[config.mk]
export PLATFORM = sky130hd
export DESIGN_NAME = serializer_config_regs
export DESIGN_NICKNAME = d
export VERILOG_FILES = /design/src/core/serializer_config_pkg.sv /design/src/core/serializer_config_regs.sv /design/src/core/strap_sync.sv
export VERILOG_INCLUDE_DIRS = /design/src /design/src/core
export SDC_FILE = /design/constraint.sdc
export NUM_CORES = 1
export LEC_CHECK = 0
export ABC_AREA = 1
export BUFFER_PORTS_ARGS = -buffer_cell sky130_fd_sc_hd__buf_2
export CORE_MARGIN = 4
export CORE_UTILIZATION = 35
export DETAILED_ROUTE_END_ITERATION = 12
export MAX_ROUTING_LAYER = met4
export SYNTH_ARGS = -nofsm -noshare
export SYNTH_HDL_FRONTEND = slang
export SYNTH_SLANG_ARGS = --single-unit
export TNS_END_PERCENT = 10
[constraint.sdc]
create_clock -name sys_clk_in -period 1.3 [get_ports sys_clk_in]
set_input_delay 0.13 -clock sys_clk_in [delete_from_list [all_inputs] [get_ports sys_clk_in]]
set_output_delay 0.13 -clock sys_clk_in [all_outputs]
set_load 0.01 [all_outputs]
[src/core/serializer_config_params.svh]
// Offsets, field positions, reset values and timing counts of the configuration bank.
// Included by the register module only; definitions only.
`ifndef SERIALIZER_CONFIG_PARAMS_SVH
`define SERIALIZER_CONFIG_PARAMS_SVH

`define OFS_I2C_ADDRESS_CONFIG 8'h00
`define OFS_RESET_CONTROL 8'h01
`define OFS_GENERAL_CONFIG 8'h02
`define OFS_OPERATING_MODE_SELECT 8'h03

`define BIT_TARGET_ID_OVERRIDE 0
`define BIT_ROM_RELOAD_TRIGGER 2
`define BIT_FULL_RESET 1
`define BIT_LOGIC_RESET 0
`define BIT_CLOCK_LANE_CONTINUOUS 6
`define BIT_LANE_COUNT_LO 4
`define BIT_CRC_TX_ENABLE 1
`define BIT_I2C_VOLTAGE_LEVEL 0
`define BIT_MODE_OVERRIDE 4
`define BIT_MODE_SETTLED 3
`define BIT_MODE_STRAP_RSVD 6

`define RST_CLOCK_LANE_CONTINUOUS 1'h0
`define RST_LANE_COUNT 2'h3
`define RST_CRC_TX_ENABLE 1'h1
`define RST_RESERVED_BYTE 8'h00
`define RST_MODE_FIELD 3'h0

// Cycles a logic-reset pulse is held after a trigger
`define LOGIC_RESET_CYCLES 4'h4

// Start-up strap load cycles, covering the two-flop pin latency
`define STARTUP_LOAD_CYCLES 2'h3

`endif

[src/core/serializer_config_pkg.sv]
// Types shared by the configuration bank.
// Assumes the params header sits beside it.
package serializer_config_pkg;
  typedef enum logic [2:0] {
    MODE_SYNC_CAMERA = 3'h0,
    MODE_RESERVED_1 = 3'h1,
    MODE_NONSYNC_EXT_CLK = 3'h2,
    MODE_NONSYNC_ALWAYS_ON = 3'h3,
    MODE_RESERVED_4 = 3'h4,
    MODE_PARALLEL_VIDEO_PORT = 3'h5,
    MODE_RESERVED_6 = 3'h6,
    MODE_RESERVED_7 = 3'h7
  } op_mode_e;

  typedef enum logic [1:0] {
    LANES_ONE = 2'h0,
    LANES_TWO = 2'h1,
    LANES_UNDEFINED = 2'h2,
    LANES_FOUR = 2'h3
  } lane_count_e;

  typedef logic [7:0] reg_byte_t;
endpackage

[src/core/serializer_config_regs.sv]
// What this block does
// - Address register reports seven-bit target id in use
// - Override bit gates target id writes
// - Bit two triggers ROM reload, self-clears
// - Bit one resets logic and registers
// - Bit zero resets logic, keeps registers
// - Bit six selects continuous clock lane
// - Bits five:four select lane count
// - Bit one enables transmit CRC generator
// - Voltage level loaded from strap, writable
// - Mode override selects strap or register
// - Read-only bit reports mode captured
// - Mode field writable only under override
// - Strap mode captured on power-down release
// - Mode field decodes documented operating modes
//
// First four configuration registers of the serializer, on a byte register port.
// Assumes an I2C target front end drives the byte port on sys_clk_in; pins are async.
`timescale 1ns/1ns
`include "serializer_config_params.svh"
module serializer_config_regs
  import serializer_config_pkg::*;
(
  input wire logic sys_clk_in,
  input wire logic srst_in,
  input wire logic power_down_pin_n_in,
  input wire logic [6:0] target_id_strap_in,
  input wire logic address_strap_pin_in,
  input wire logic [2:0] mode_strap_in,
  input wire logic mode_strap_rsvd_in,
  input wire logic reg_wr_in,
  input wire logic reg_rd_in,
  input wire logic [7:0] reg_addr_in,
  input wire logic [7:0] reg_wdata_in,
  output logic [7:0] reg_rdata_out,
  output logic reg_rvalid_out,
  output logic [6:0] i2c_target_id_out,
  output logic rom_reload_out,
  output logic logic_reset_out,
  output logic clock_lane_continuous_out,
  output logic [1:0] lane_count_out,
  output logic crc_tx_enable_out,
  output logic i2c_voltage_1v8_out,
  output logic [2:0] op_mode_out,
  output logic mode_settled_out,
  output logic sync_camera_mode_out,
  output logic nonsync_ext_clk_mode_out,
  output logic always_on_oscillator_out,
  output logic parallel_video_port_out
);
  logic [12:0] pins_sync;
  logic pdb_s;
  logic pdb_prev_r;
  logic [6:0] strap_id_s;
  logic idx_s;
  logic [2:0] strap_mode_s;
  logic rsvd_s;
  logic pdb_rise;
  logic [1:0] start_cnt_r;
  logic full_reset_r;
  logic regs_rst;
  logic wr_addr;
  logic wr_reset_control;
  logic wr_general;
  logic wr_mode;
  logic target_id_override_r;
  logic [6:0] target_id_r;
  logic [4:0] reset_control_rsvd_r;
  logic gen_rsvd7_r;
  logic [1:0] gen_rsvd32_r;
  logic clock_lane_continuous_r;
  logic [1:0] lane_count_r;
  logic crc_tx_enable_r;
  logic i2c_voltage_r;
  logic mode_rsvd7_r;
  logic mode_rsvd5_r;
  logic mode_strap_rsvd_r;
  logic mode_override_r;
  logic mode_settled_r;
  logic [2:0] strap_mode_r;
  logic [2:0] mode_reg_r;
  logic [3:0] logic_reset_cnt_r;
  logic rom_reload_r;
  logic [6:0] id_in_use;
  logic [2:0] mode_in_use;
  reg_byte_t rdata_nxt;

  function automatic logic is_mode(input logic [2:0] cur, input op_mode_e m);
    return cur == m;
  endfunction

  function automatic logic hits(input logic [7:0] addr, input logic [7:0] ofs);
    return addr == ofs;
  endfunction

  strap_sync #(.WIDTH(13)) u_pin_sync (
    .sys_clk_in(sys_clk_in),
    .srst_in(srst_in),
    .async_in({power_down_pin_n_in, target_id_strap_in, address_strap_pin_in,
               mode_strap_in, mode_strap_rsvd_in}),
    .sync_out(pins_sync)
  );
  assign {pdb_s, strap_id_s, idx_s, strap_mode_s, rsvd_s} = pins_sync;

  // Register contents reset by pin reset or the full-reset trigger
  assign regs_rst = srst_in | full_reset_r;

  assign wr_addr = reg_wr_in && hits(reg_addr_in, `OFS_I2C_ADDRESS_CONFIG);
  assign wr_reset_control = reg_wr_in && hits(reg_addr_in, `OFS_RESET_CONTROL);
  assign wr_general = reg_wr_in && hits(reg_addr_in, `OFS_GENERAL_CONFIG);
  assign wr_mode = reg_wr_in && hits(reg_addr_in, `OFS_OPERATING_MODE_SELECT);

  assign id_in_use = target_id_override_r ? target_id_r : strap_id_s;
  assign mode_in_use = mode_override_r ? mode_reg_r : strap_mode_r;

  // Start-up strap loads span the synchroniser latency
  // Last load sees the pins through both flops
  always_ff @(posedge sys_clk_in) begin
    if (regs_rst) begin
      start_cnt_r <= 2'h0;
    end else if (start_cnt_r != `STARTUP_LOAD_CYCLES) begin
      start_cnt_r <= start_cnt_r + 2'h1;
    end
  end

  always_ff @(posedge sys_clk_in) begin
    if (srst_in) begin
      full_reset_r <= 1'b0;
    end else begin
      full_reset_r <= wr_reset_control && reg_wdata_in[`BIT_FULL_RESET] && !full_reset_r;
    end
  end

  always_ff @(posedge sys_clk_in) begin
    if (regs_rst) begin
      logic_reset_cnt_r <= 4'h0;
    end else if (wr_reset_control && reg_wdata_in[`BIT_LOGIC_RESET]) begin
      logic_reset_cnt_r <= `LOGIC_RESET_CYCLES;
    end else if (logic_reset_cnt_r != 4'h0) begin
      logic_reset_cnt_r <= logic_reset_cnt_r - 4'h1;
    end
  end

  always_ff @(posedge sys_clk_in) begin
    if (regs_rst) begin
      rom_reload_r <= 1'b0;
    end else begin
      rom_reload_r <= wr_reset_control && reg_wdata_in[`BIT_ROM_RELOAD_TRIGGER];
    end
  end

  always_ff @(posedge sys_clk_in) begin
    if (regs_rst) begin
      reset_control_rsvd_r <= 5'h00;
    end else if (wr_reset_control) begin
      reset_control_rsvd_r <= reg_wdata_in[7:3];
    end
  end

  always_ff @(posedge sys_clk_in) begin
    if (regs_rst) begin
      target_id_override_r <= 1'b0;
      target_id_r <= 7'h00;
    end else if (wr_addr) begin
      target_id_override_r <= reg_wdata_in[`BIT_TARGET_ID_OVERRIDE];
      if (target_id_override_r || reg_wdata_in[`BIT_TARGET_ID_OVERRIDE]) begin
        target_id_r <= target_id_override_r ? reg_wdata_in[7:1] : strap_id_s;
      end
    end
  end

  always_ff @(posedge sys_clk_in) begin
    if (regs_rst) begin
      clock_lane_continuous_r <= `RST_CLOCK_LANE_CONTINUOUS;
      lane_count_r <= `RST_LANE_COUNT;
      crc_tx_enable_r <= `RST_CRC_TX_ENABLE;
    end else if (wr_general) begin
      clock_lane_continuous_r <= reg_wdata_in[`BIT_CLOCK_LANE_CONTINUOUS];
      lane_count_r <= reg_wdata_in[`BIT_LANE_COUNT_LO +: 2];
      crc_tx_enable_r <= reg_wdata_in[`BIT_CRC_TX_ENABLE];
    end
  end

  // Reserved general bits keep what is written
  always_ff @(posedge sys_clk_in) begin
    if (regs_rst) begin
      gen_rsvd7_r <= 1'b0;
      gen_rsvd32_r <= 2'h0;
    end else if (wr_general) begin
      gen_rsvd7_r <= reg_wdata_in[7];
      gen_rsvd32_r <= reg_wdata_in[3:2];
    end
  end

  // Voltage level from strap, then writable
  always_ff @(posedge sys_clk_in) begin
    if (regs_rst) begin
      i2c_voltage_r <= 1'b0;
    end else if (start_cnt_r != `STARTUP_LOAD_CYCLES) begin
      i2c_voltage_r <= idx_s;
    end else if (wr_general) begin
      i2c_voltage_r <= reg_wdata_in[`BIT_I2C_VOLTAGE_LEVEL];
    end
  end

  always_ff @(posedge sys_clk_in) begin
    if (srst_in) begin
      pdb_prev_r <= 1'b0;
    end else begin
      pdb_prev_r <= pdb_s;
    end
  end
  assign pdb_rise = pdb_s && !pdb_prev_r;

  // Capture strap mode on power-down release
  always_ff @(posedge sys_clk_in) begin
    if (regs_rst) begin
      strap_mode_r <= `RST_MODE_FIELD;
      mode_strap_rsvd_r <= 1'b0;
    end else if (pdb_rise) begin
      strap_mode_r <= strap_mode_s;
      mode_strap_rsvd_r <= rsvd_s;
    end
  end

  // Mode captured flag, dropped while powered down
  always_ff @(posedge sys_clk_in) begin
    if (regs_rst) begin
      mode_settled_r <= 1'b0;
    end else if (pdb_rise) begin
      mode_settled_r <= 1'b1;
    end else if (!pdb_s) begin
      mode_settled_r <= 1'b0;
    end
  end

  always_ff @(posedge sys_clk_in) begin
    if (regs_rst) begin
      mode_rsvd7_r <= 1'b0;
      mode_rsvd5_r <= 1'b0;
      mode_override_r <= 1'b0;
      mode_reg_r <= `RST_MODE_FIELD;
    end else if (wr_mode) begin
      mode_rsvd7_r <= reg_wdata_in[7];
      mode_rsvd5_r <= reg_wdata_in[5];
      mode_override_r <= reg_wdata_in[`BIT_MODE_OVERRIDE];
      mode_reg_r <= mode_override_r ? reg_wdata_in[2:0] : mode_in_use;
    end else if (!mode_override_r) begin
      mode_reg_r <= strap_mode_r;
    end
  end

  always_comb begin
    rdata_nxt = `RST_RESERVED_BYTE;
    if (hits(reg_addr_in, `OFS_I2C_ADDRESS_CONFIG)) begin
      rdata_nxt = {id_in_use, target_id_override_r};
    end else if (hits(reg_addr_in, `OFS_RESET_CONTROL)) begin
      rdata_nxt = {reset_control_rsvd_r, 3'h0};
    end else if (hits(reg_addr_in, `OFS_GENERAL_CONFIG)) begin
      rdata_nxt = {gen_rsvd7_r, clock_lane_continuous_r, lane_count_r, gen_rsvd32_r,
                   crc_tx_enable_r, i2c_voltage_r};
    end else if (hits(reg_addr_in, `OFS_OPERATING_MODE_SELECT)) begin
      rdata_nxt = {mode_rsvd7_r, mode_strap_rsvd_r, mode_rsvd5_r, mode_override_r,
                   mode_settled_r, mode_in_use};
    end
  end

  always_ff @(posedge sys_clk_in) begin
    if (srst_in) begin
      reg_rdata_out <= 8'h00;
      reg_rvalid_out <= 1'b0;
    end else begin
      reg_rvalid_out <= reg_rd_in;
      if (reg_rd_in) begin
        reg_rdata_out <= rdata_nxt;
      end
    end
  end

  // Address in use and trigger pulses
  always_ff @(posedge sys_clk_in) begin
    if (srst_in) begin
      i2c_target_id_out <= 7'h00;
      rom_reload_out <= 1'b0;
      logic_reset_out <= 1'b0;
    end else begin
      i2c_target_id_out <= id_in_use;
      rom_reload_out <= rom_reload_r;
      logic_reset_out <= (logic_reset_cnt_r != 4'h0) || full_reset_r;
    end
  end

  always_ff @(posedge sys_clk_in) begin
    if (srst_in) begin
      clock_lane_continuous_out <= `RST_CLOCK_LANE_CONTINUOUS;
      lane_count_out <= `RST_LANE_COUNT;
      crc_tx_enable_out <= `RST_CRC_TX_ENABLE;
      i2c_voltage_1v8_out <= 1'b0;
    end else begin
      clock_lane_continuous_out <= clock_lane_continuous_r;
      lane_count_out <= lane_count_r;
      crc_tx_enable_out <= crc_tx_enable_r;
      i2c_voltage_1v8_out <= i2c_voltage_r;
    end
  end

  // Mode in use and settled flag
  always_ff @(posedge sys_clk_in) begin
    if (srst_in) begin
      op_mode_out <= `RST_MODE_FIELD;
      mode_settled_out <= 1'b0;
    end else begin
      op_mode_out <= mode_in_use;
      mode_settled_out <= mode_settled_r;
    end
  end

  always_ff @(posedge sys_clk_in) begin
    if (srst_in) begin
      sync_camera_mode_out <= 1'b0;
      nonsync_ext_clk_mode_out <= 1'b0;
      always_on_oscillator_out <= 1'b0;
      parallel_video_port_out <= 1'b0;
    end else begin
      sync_camera_mode_out <= is_mode(mode_in_use, MODE_SYNC_CAMERA);
      nonsync_ext_clk_mode_out <= is_mode(mode_in_use, MODE_NONSYNC_EXT_CLK);
      always_on_oscillator_out <= is_mode(mode_in_use, MODE_NONSYNC_ALWAYS_ON);
      parallel_video_port_out <= is_mode(mode_in_use, MODE_PARALLEL_VIDEO_PORT);
    end
  end
endmodule // serializer_config_regs

[src/core/strap_sync.sv]
// Two-flop synchroniser for pin-level straps and the power-down pin.
// Assumes inputs are asynchronous to sys_clk_in.
`timescale 1ns/1ns
module strap_sync #(
  parameter int WIDTH = 1
) (
  input wire logic sys_clk_in,
  input wire logic srst_in,
  input wire logic [WIDTH-1:0] async_in,
  output logic [WIDTH-1:0] sync_out
);
  logic [WIDTH-1:0] meta_r;

  always_ff @(posedge sys_clk_in) begin
    if (srst_in) begin
      meta_r <= '0;
      sync_out <= '0;
    end else begin
      meta_r <= async_in;
      sync_out <= meta_r;
    end
  end
endmodule // strap_sync

======== Word-level counts from Yosys, hierarchy flattened ========
Index checks and enable logic that the tools add are counted.
W data, S select, Z words.
operators by class
  mux-type cells .......................... 15
  bitwise gates (word level) .............. 1
  reduce and logical (&&, ||, !) cells .... 20
  order comparisons ....................... 0
  shifts and indexed selects .............. 0
  multiply operators ...................... 0
  equal/unequal tests ..................... 8
  divide/modulo/power cells ............... 0
  add/sub/neg operators ................... 2
operators with widths
  operator               number
  $mux W8                4
  $eq A8 B2 Y1 const B   2
  $mux W3                5
  $mux W7                2
  $logic_and A1 B1 Y1    9
  $eq A8 B1 Y1 const B   1
  $logic_not A8 Y1       1
  $eq A3 B2 Y1 const B   2
  $mux W1                4
  $ne A2 B2 Y1 const B   2
  $reduce_bool A2 Y1     2
  $reduce_bool A4 Y1     1
  $sub A4 B1 Y4 const B  1
  $eq A3 B3 Y1 const B   1
  $logic_not A3 Y1       1
  $add A2 B1 Y2 const B  1
  $logic_not A1 Y1       2
  $logic_or A1 B1 Y1     2
  $reduce_and A2 Y1      1
  $reduce_or A2 Y1       1
  $or A1 B1 Y1           1
word-level totals
  input port bits ......................... 33
  memories kept ........................... 0
  RAM bits ................................ 0
  ROM bits ................................ 0
  output and inout port bits .............. 31
  register bits ........................... 98
  latch bits .............................. 0
  word-level logic and storage cells ...... 85

======== Longest topological paths before layout ========
  word-level depth ........................ 5
  gate-level depth with buffers ........... 9
  depth with buffers taken out ............ 9

======== Cells and area by module ========
Synthesis repeated with hierarchy kept, for this count alone.
second synthesis, totals
  cells, all modules ...................... 472
  area total of the unflattened synthesis .. 3719.8 um^2
by module, submodules not included
  module                  sequential area each (um^2)  instances  area each (um^2)  cells an instance
  serializer_config_regs  1441.4                       1          2967.8            391
  strap_sync              520.5                        1          752.0             81

======== Worst setup path before layout ========
Ideal clock, no wire load.
  kind .................................... register -> register
  start ................................... register mode_override_r
  end ..................................... register mode_reg_r[1]
  required time ........................... 1.181 ns
  path buffers ............................ 1
  cell stages (with the launch flop) ...... 6
  setup time .............................. 0.119 ns
  setup slack ............................. 0.166 ns
  period minus slack after synthesis ...... 1.134 ns
  arrival time ............................ 1.014 ns
  path through ............................ dfxtp_1 buf_2 a21oi_1 inv_1 o21ai_0 a21oi_1
on the way
  cells in the longest elaborated chain, start to end .. 3
RTL lines
  element                 line                           RTL
  start, declared         serializer_config_regs.sv:78   logic mode_override_r;
  start signal, assigned  serializer_config_regs.sv:246  mode_override_r <= reg_wdata_in[`BIT_MODE_OVERRIDE];
  $mux W3                 --
  $mux W3                 serializer_config_regs.sv:247  mode_reg_r <= mode_override_r ? reg_wdata_in[2:0] : mode_in_use;
  $mux W3 *               serializer_config_regs.sv:243  end else if (wr_mode) begin
  end signal, assigned    serializer_config_regs.sv:242  mode_reg_r <= `RST_MODE_FIELD;
  end signal, assigned    serializer_config_regs.sv:247
  end signal, assigned    serializer_config_regs.sv:249  mode_reg_r <= strap_mode_r;
  end, declared           serializer_config_regs.sv:81   logic [2:0] mode_reg_r;
Every way passes the cells marked *; elsewhere a longest branch is shown, timed or not.
A chain may end at the register's enable or synchronous reset.

======== Final worst setup path ========
Ends and elaborated chain as after synthesis.

==> results_dict.tcl <==
set metrics [dict create \
    status "finished, final reports clean" \
    slowest_delay_ns 0.35 \
    synth_edf_count 0 \
    pin_count 64 \
    layout_min_cycle_time_ns 1.21 \
    num-nets-final 597 \
    syn_area_mm2 0.00369 \
    post-route-drc-count 0 \
    syn_avg_cell_area_um2 7.91 \
    crit_family "compound AO/OA/AOI/OAI gates" \
    rr_startpoint "mode_override_r" \
    netlist.area_leader.share 0.531 \
    slowest_stage "dfxtp_1" \
    vias_per_cell 4.44 \
    crit_type "reg -> reg" \
    die_area_mm2 0.0123 \
    timing.max_cap.violations 0 \
    worstSetupStartpoint "mode_override_r" \
    clk_latency_ns 0.37 \
    skew_ns 0.0133 \
    core_mm2 0.0103 \
    crit_cells 5 \
    dpl_cell_area_mm2 0.00425 \
    wl_per_cell_um 12.3 \
    async_reset_ff_frac 0 \
    synth-main-ff-cell "dfxtp_1" \
    min_from "reg_wdata_in[1]" \
    synth_nets 502 \
    yosys-top-cells-area "dfxtp_1, nor2_1, inv_1" \
    syn2layout_area_growth_pct 24.9 \
    clock_sinks 98 \
    die_h_um 111 \
    numCtsBuffers 9 \
    post-dp-hpwl_mm 6.51 \
    min_path_type "in -> reg" \
    power.total_mw 6.01 \
    rows 37 \
    first_pass_iters 4 \
    gp_congestion 0.823 \
    required_ns 1.55 \
    portBuffers 63 \
    drive_above_1_share 0.222 \
    slew_headroom 0.716 \
    ys.warnings.count 0 \
    drtAntennaViolNets 0 \
    hold_end "crc_tx_enable_r" \
    cp_cell_sequence "buf_4 > a21oi_1 > inv_1 > o21ai_0 > a21oi_1" \
    cts_tree "yes" \
    r2r_setup_slack_ns 0.09 \
    reg2regPathDepth 5 \
    worst_pin_slew_ns 0.426 \
    fmax_mhz 826 \
    grt_use_total 0.148 \
    p_per_area_mw_per_mm2 1300 \
    fp.dieW_um 111 \
    grt_pass1_wl_mm 14.3 \
    overflow 0 \
    power.leakage_nw 2.20 \
    synth_seq_area_share 0.531 \
    finalSetupViolCount 0 \
    crit_fanout 7 \
    synth.largest_area_cell "dfxtp_1" \
    fin_area_mm2 0.00462 \
    start_util 0.358 \
    hold_depth 3 \
    reg2reg_to "mode_reg_r[1]" \
    cts-root-buf "clkbuf_8" \
    path_clk_slew_ns 0.11 \
    antenna_found_initial 0 \
    ys_seq_elements 98 \
    cp_common_cell "a21oi_1" \
    cp_num_buf_inv 2 \
    drtIter0Drc 134 \
    cts_max_path_buffers 2 \
    grt_max_degree 42 \
    rsz0062_at_grt "yes" \
    crit_path_end_kind "register" \
    synth_cells 467 \
    diodes 0 \
    drv_slew 0 \
    vias 3122 \
    start_kind "register" \
    peakVddDrop_v 0.000482 \
    routed_wl_mm 8.61 \
    arrival_ns 1.46 \
    htreeDepth 3 \
    yosysUniqueCellTypes 33 \
    fin_crit_sh 0.931 \
    hold_violations 0 \
    first_global_vias 2982 \
]
-- kinds of logic (layout without fill, tap and decap cells) --
kind of cell               after synthesis  in the layout  synth area share
AOI/OAI and AO/OA                       94             94             0.136
xor gates and xnor gates                 2              2           0.00474
adders and majority gates                2              2           0.00677
buffers and inverters                   87            187            0.0948
DFF                                     98             98             0.531
muxes                                    1              1           0.00271
and+or+nand+nor                        183            183             0.224
-- stage by stage --
step / hold WS, ns / setup TNS [ns] / std cells / worst slack (ns) / util
after floorplan: 0.237 / 0 / 467 / 0.166 / -
after global placement: 0.329 / -0.166 / 671 / -0.0351 / 0.412
after detailed placement: 0.338 / -0.483 / 671 / -0.0662 / 0.412
after CTS: 0.0147 / 0 / 700 / 0.0294 / 0.445
after global routing: 0.0278 / -0.162 / 703 / -0.0538 / 0.447
final: 0.0184 / 0 / 703 / 0.0892 / 0.447
-- area by class of cell --
type / instances / area, um^2
clock buffer: 9 / 124
clock inverter: 7 / 85.1
fill: 1049 / 5710
inverter: 71 / 267
multi-input combinational: 282 / 1380
sequential: 98 / 1960
tap: 136 / 170
timing repair buffer: 100 / 626
-- worst min-delay path, stage by stage --
cell      delay, ns
buf_2          0.11
nand2_1        0.05
o211ai_1       0.06
-- layer usage --
metal | share of wire | wire, um | GRT usage | up-vias
met4 | 0.013 | 108 | 0.0591 | 0
met5 | 0 | 0 | - | -
li1 | - | - | - | 1662
met2 | 0.44 | 3810 | 0.220 | 74
met3 | 0.042 | 358 | 0.0322 | 10
met1 | 0.50 | 4340 | 0.196 | 1376
-- worst max-delay path by stage --
stage,end,slack [ns]
finish,mode_reg_r[1],0.09
global route,mode_reg_r[1],-0.05
CTS,target_id_r[4],0.03
detailed placement,target_id_r[6],-0.07
global placement,logic_reset_cnt_r[3],-0.04
floorplan,mode_reg_r[1],0.17
-- flip-flops by register name, summed over array words and instances (netlist names), 2 cells and up --
register	cells
u_pin_sync.meta_r	13
u_pin_sync.sync_out	13
reg_rdata_out	8
i2c_target_id_out	7
target_id_r	7
reset_control_rsvd_r	5
logic_reset_cnt_r	4
mode_reg_r	3
op_mode_out	3
strap_mode_r	3
gen_rsvd32_r	2
lane_count_out	2
lane_count_r	2
start_cnt_r	2
-- cell usage in the layout, fill, tap and decap left out --
cell type / n
nor3b_1: 1
o21ai_1: 5
buf_4: 24
nand4_1: 1
dlygate4sd3_1: 13
inv_2: 4
nor2_2: 2
a211oi_1: 4
bufinv_16: 1
o22ai_1: 2
nor3_1: 4
a21oi_1: 45
o21a_1: 1
nor2_1: 76
ha_1: 2
or2_2: 3
xor2_1: 2
clkbuf_8: 9
nor4_1: 2
inv_1: 66
a31oi_1: 2
nand3_1: 20
clkinvlp_4: 2
o21ai_0: 33
buf_2: 63
nand2_1: 61
nand2_2: 2
clkinv_1: 1
a21oi_4: 1
clkinv_4: 1
mux2i_1: 1
o211ai_1: 1
nor2_4: 7
nand2_4: 4
inv_6: 1
inv_8: 2
dfxtp_1: 98
-- report_power, final --
group          leakage (nW)  internal (mW)  switching, mW  total (mW)
clock                0.0999          0.926           1.12        2.05
combinational          1.30          0.319          0.424       0.743
sequential            0.800           3.15         0.0627        3.22
total                  2.20           4.40           1.61        6.01
-- cells in the mapped netlist, drive strengths merged, types with 3 or more instances --
| master | instances |
|---|---|
| dfxtp | 98 |
| nand2 | 67 |
| inv | 70 |
| or2 | 3 |
| clkbuf | 6 |
| nand3 | 20 |
| nor2 | 85 |
| o21ai | 38 |
| a211oi | 4 |
| nor3 | 4 |
| buf | 10 |
| a21oi | 46 |
-- what timing repair did --
action | in CTS | in global routing
endpoints found under the setup margin | 0 | 10
hold buffers | 13 | 0
endpoints found under the hold margin | 13 | 0
buffers inserted | 0 | 3
resized for setup | 0 | 1
Note: power is estimated with default switching activity, not from simulation.
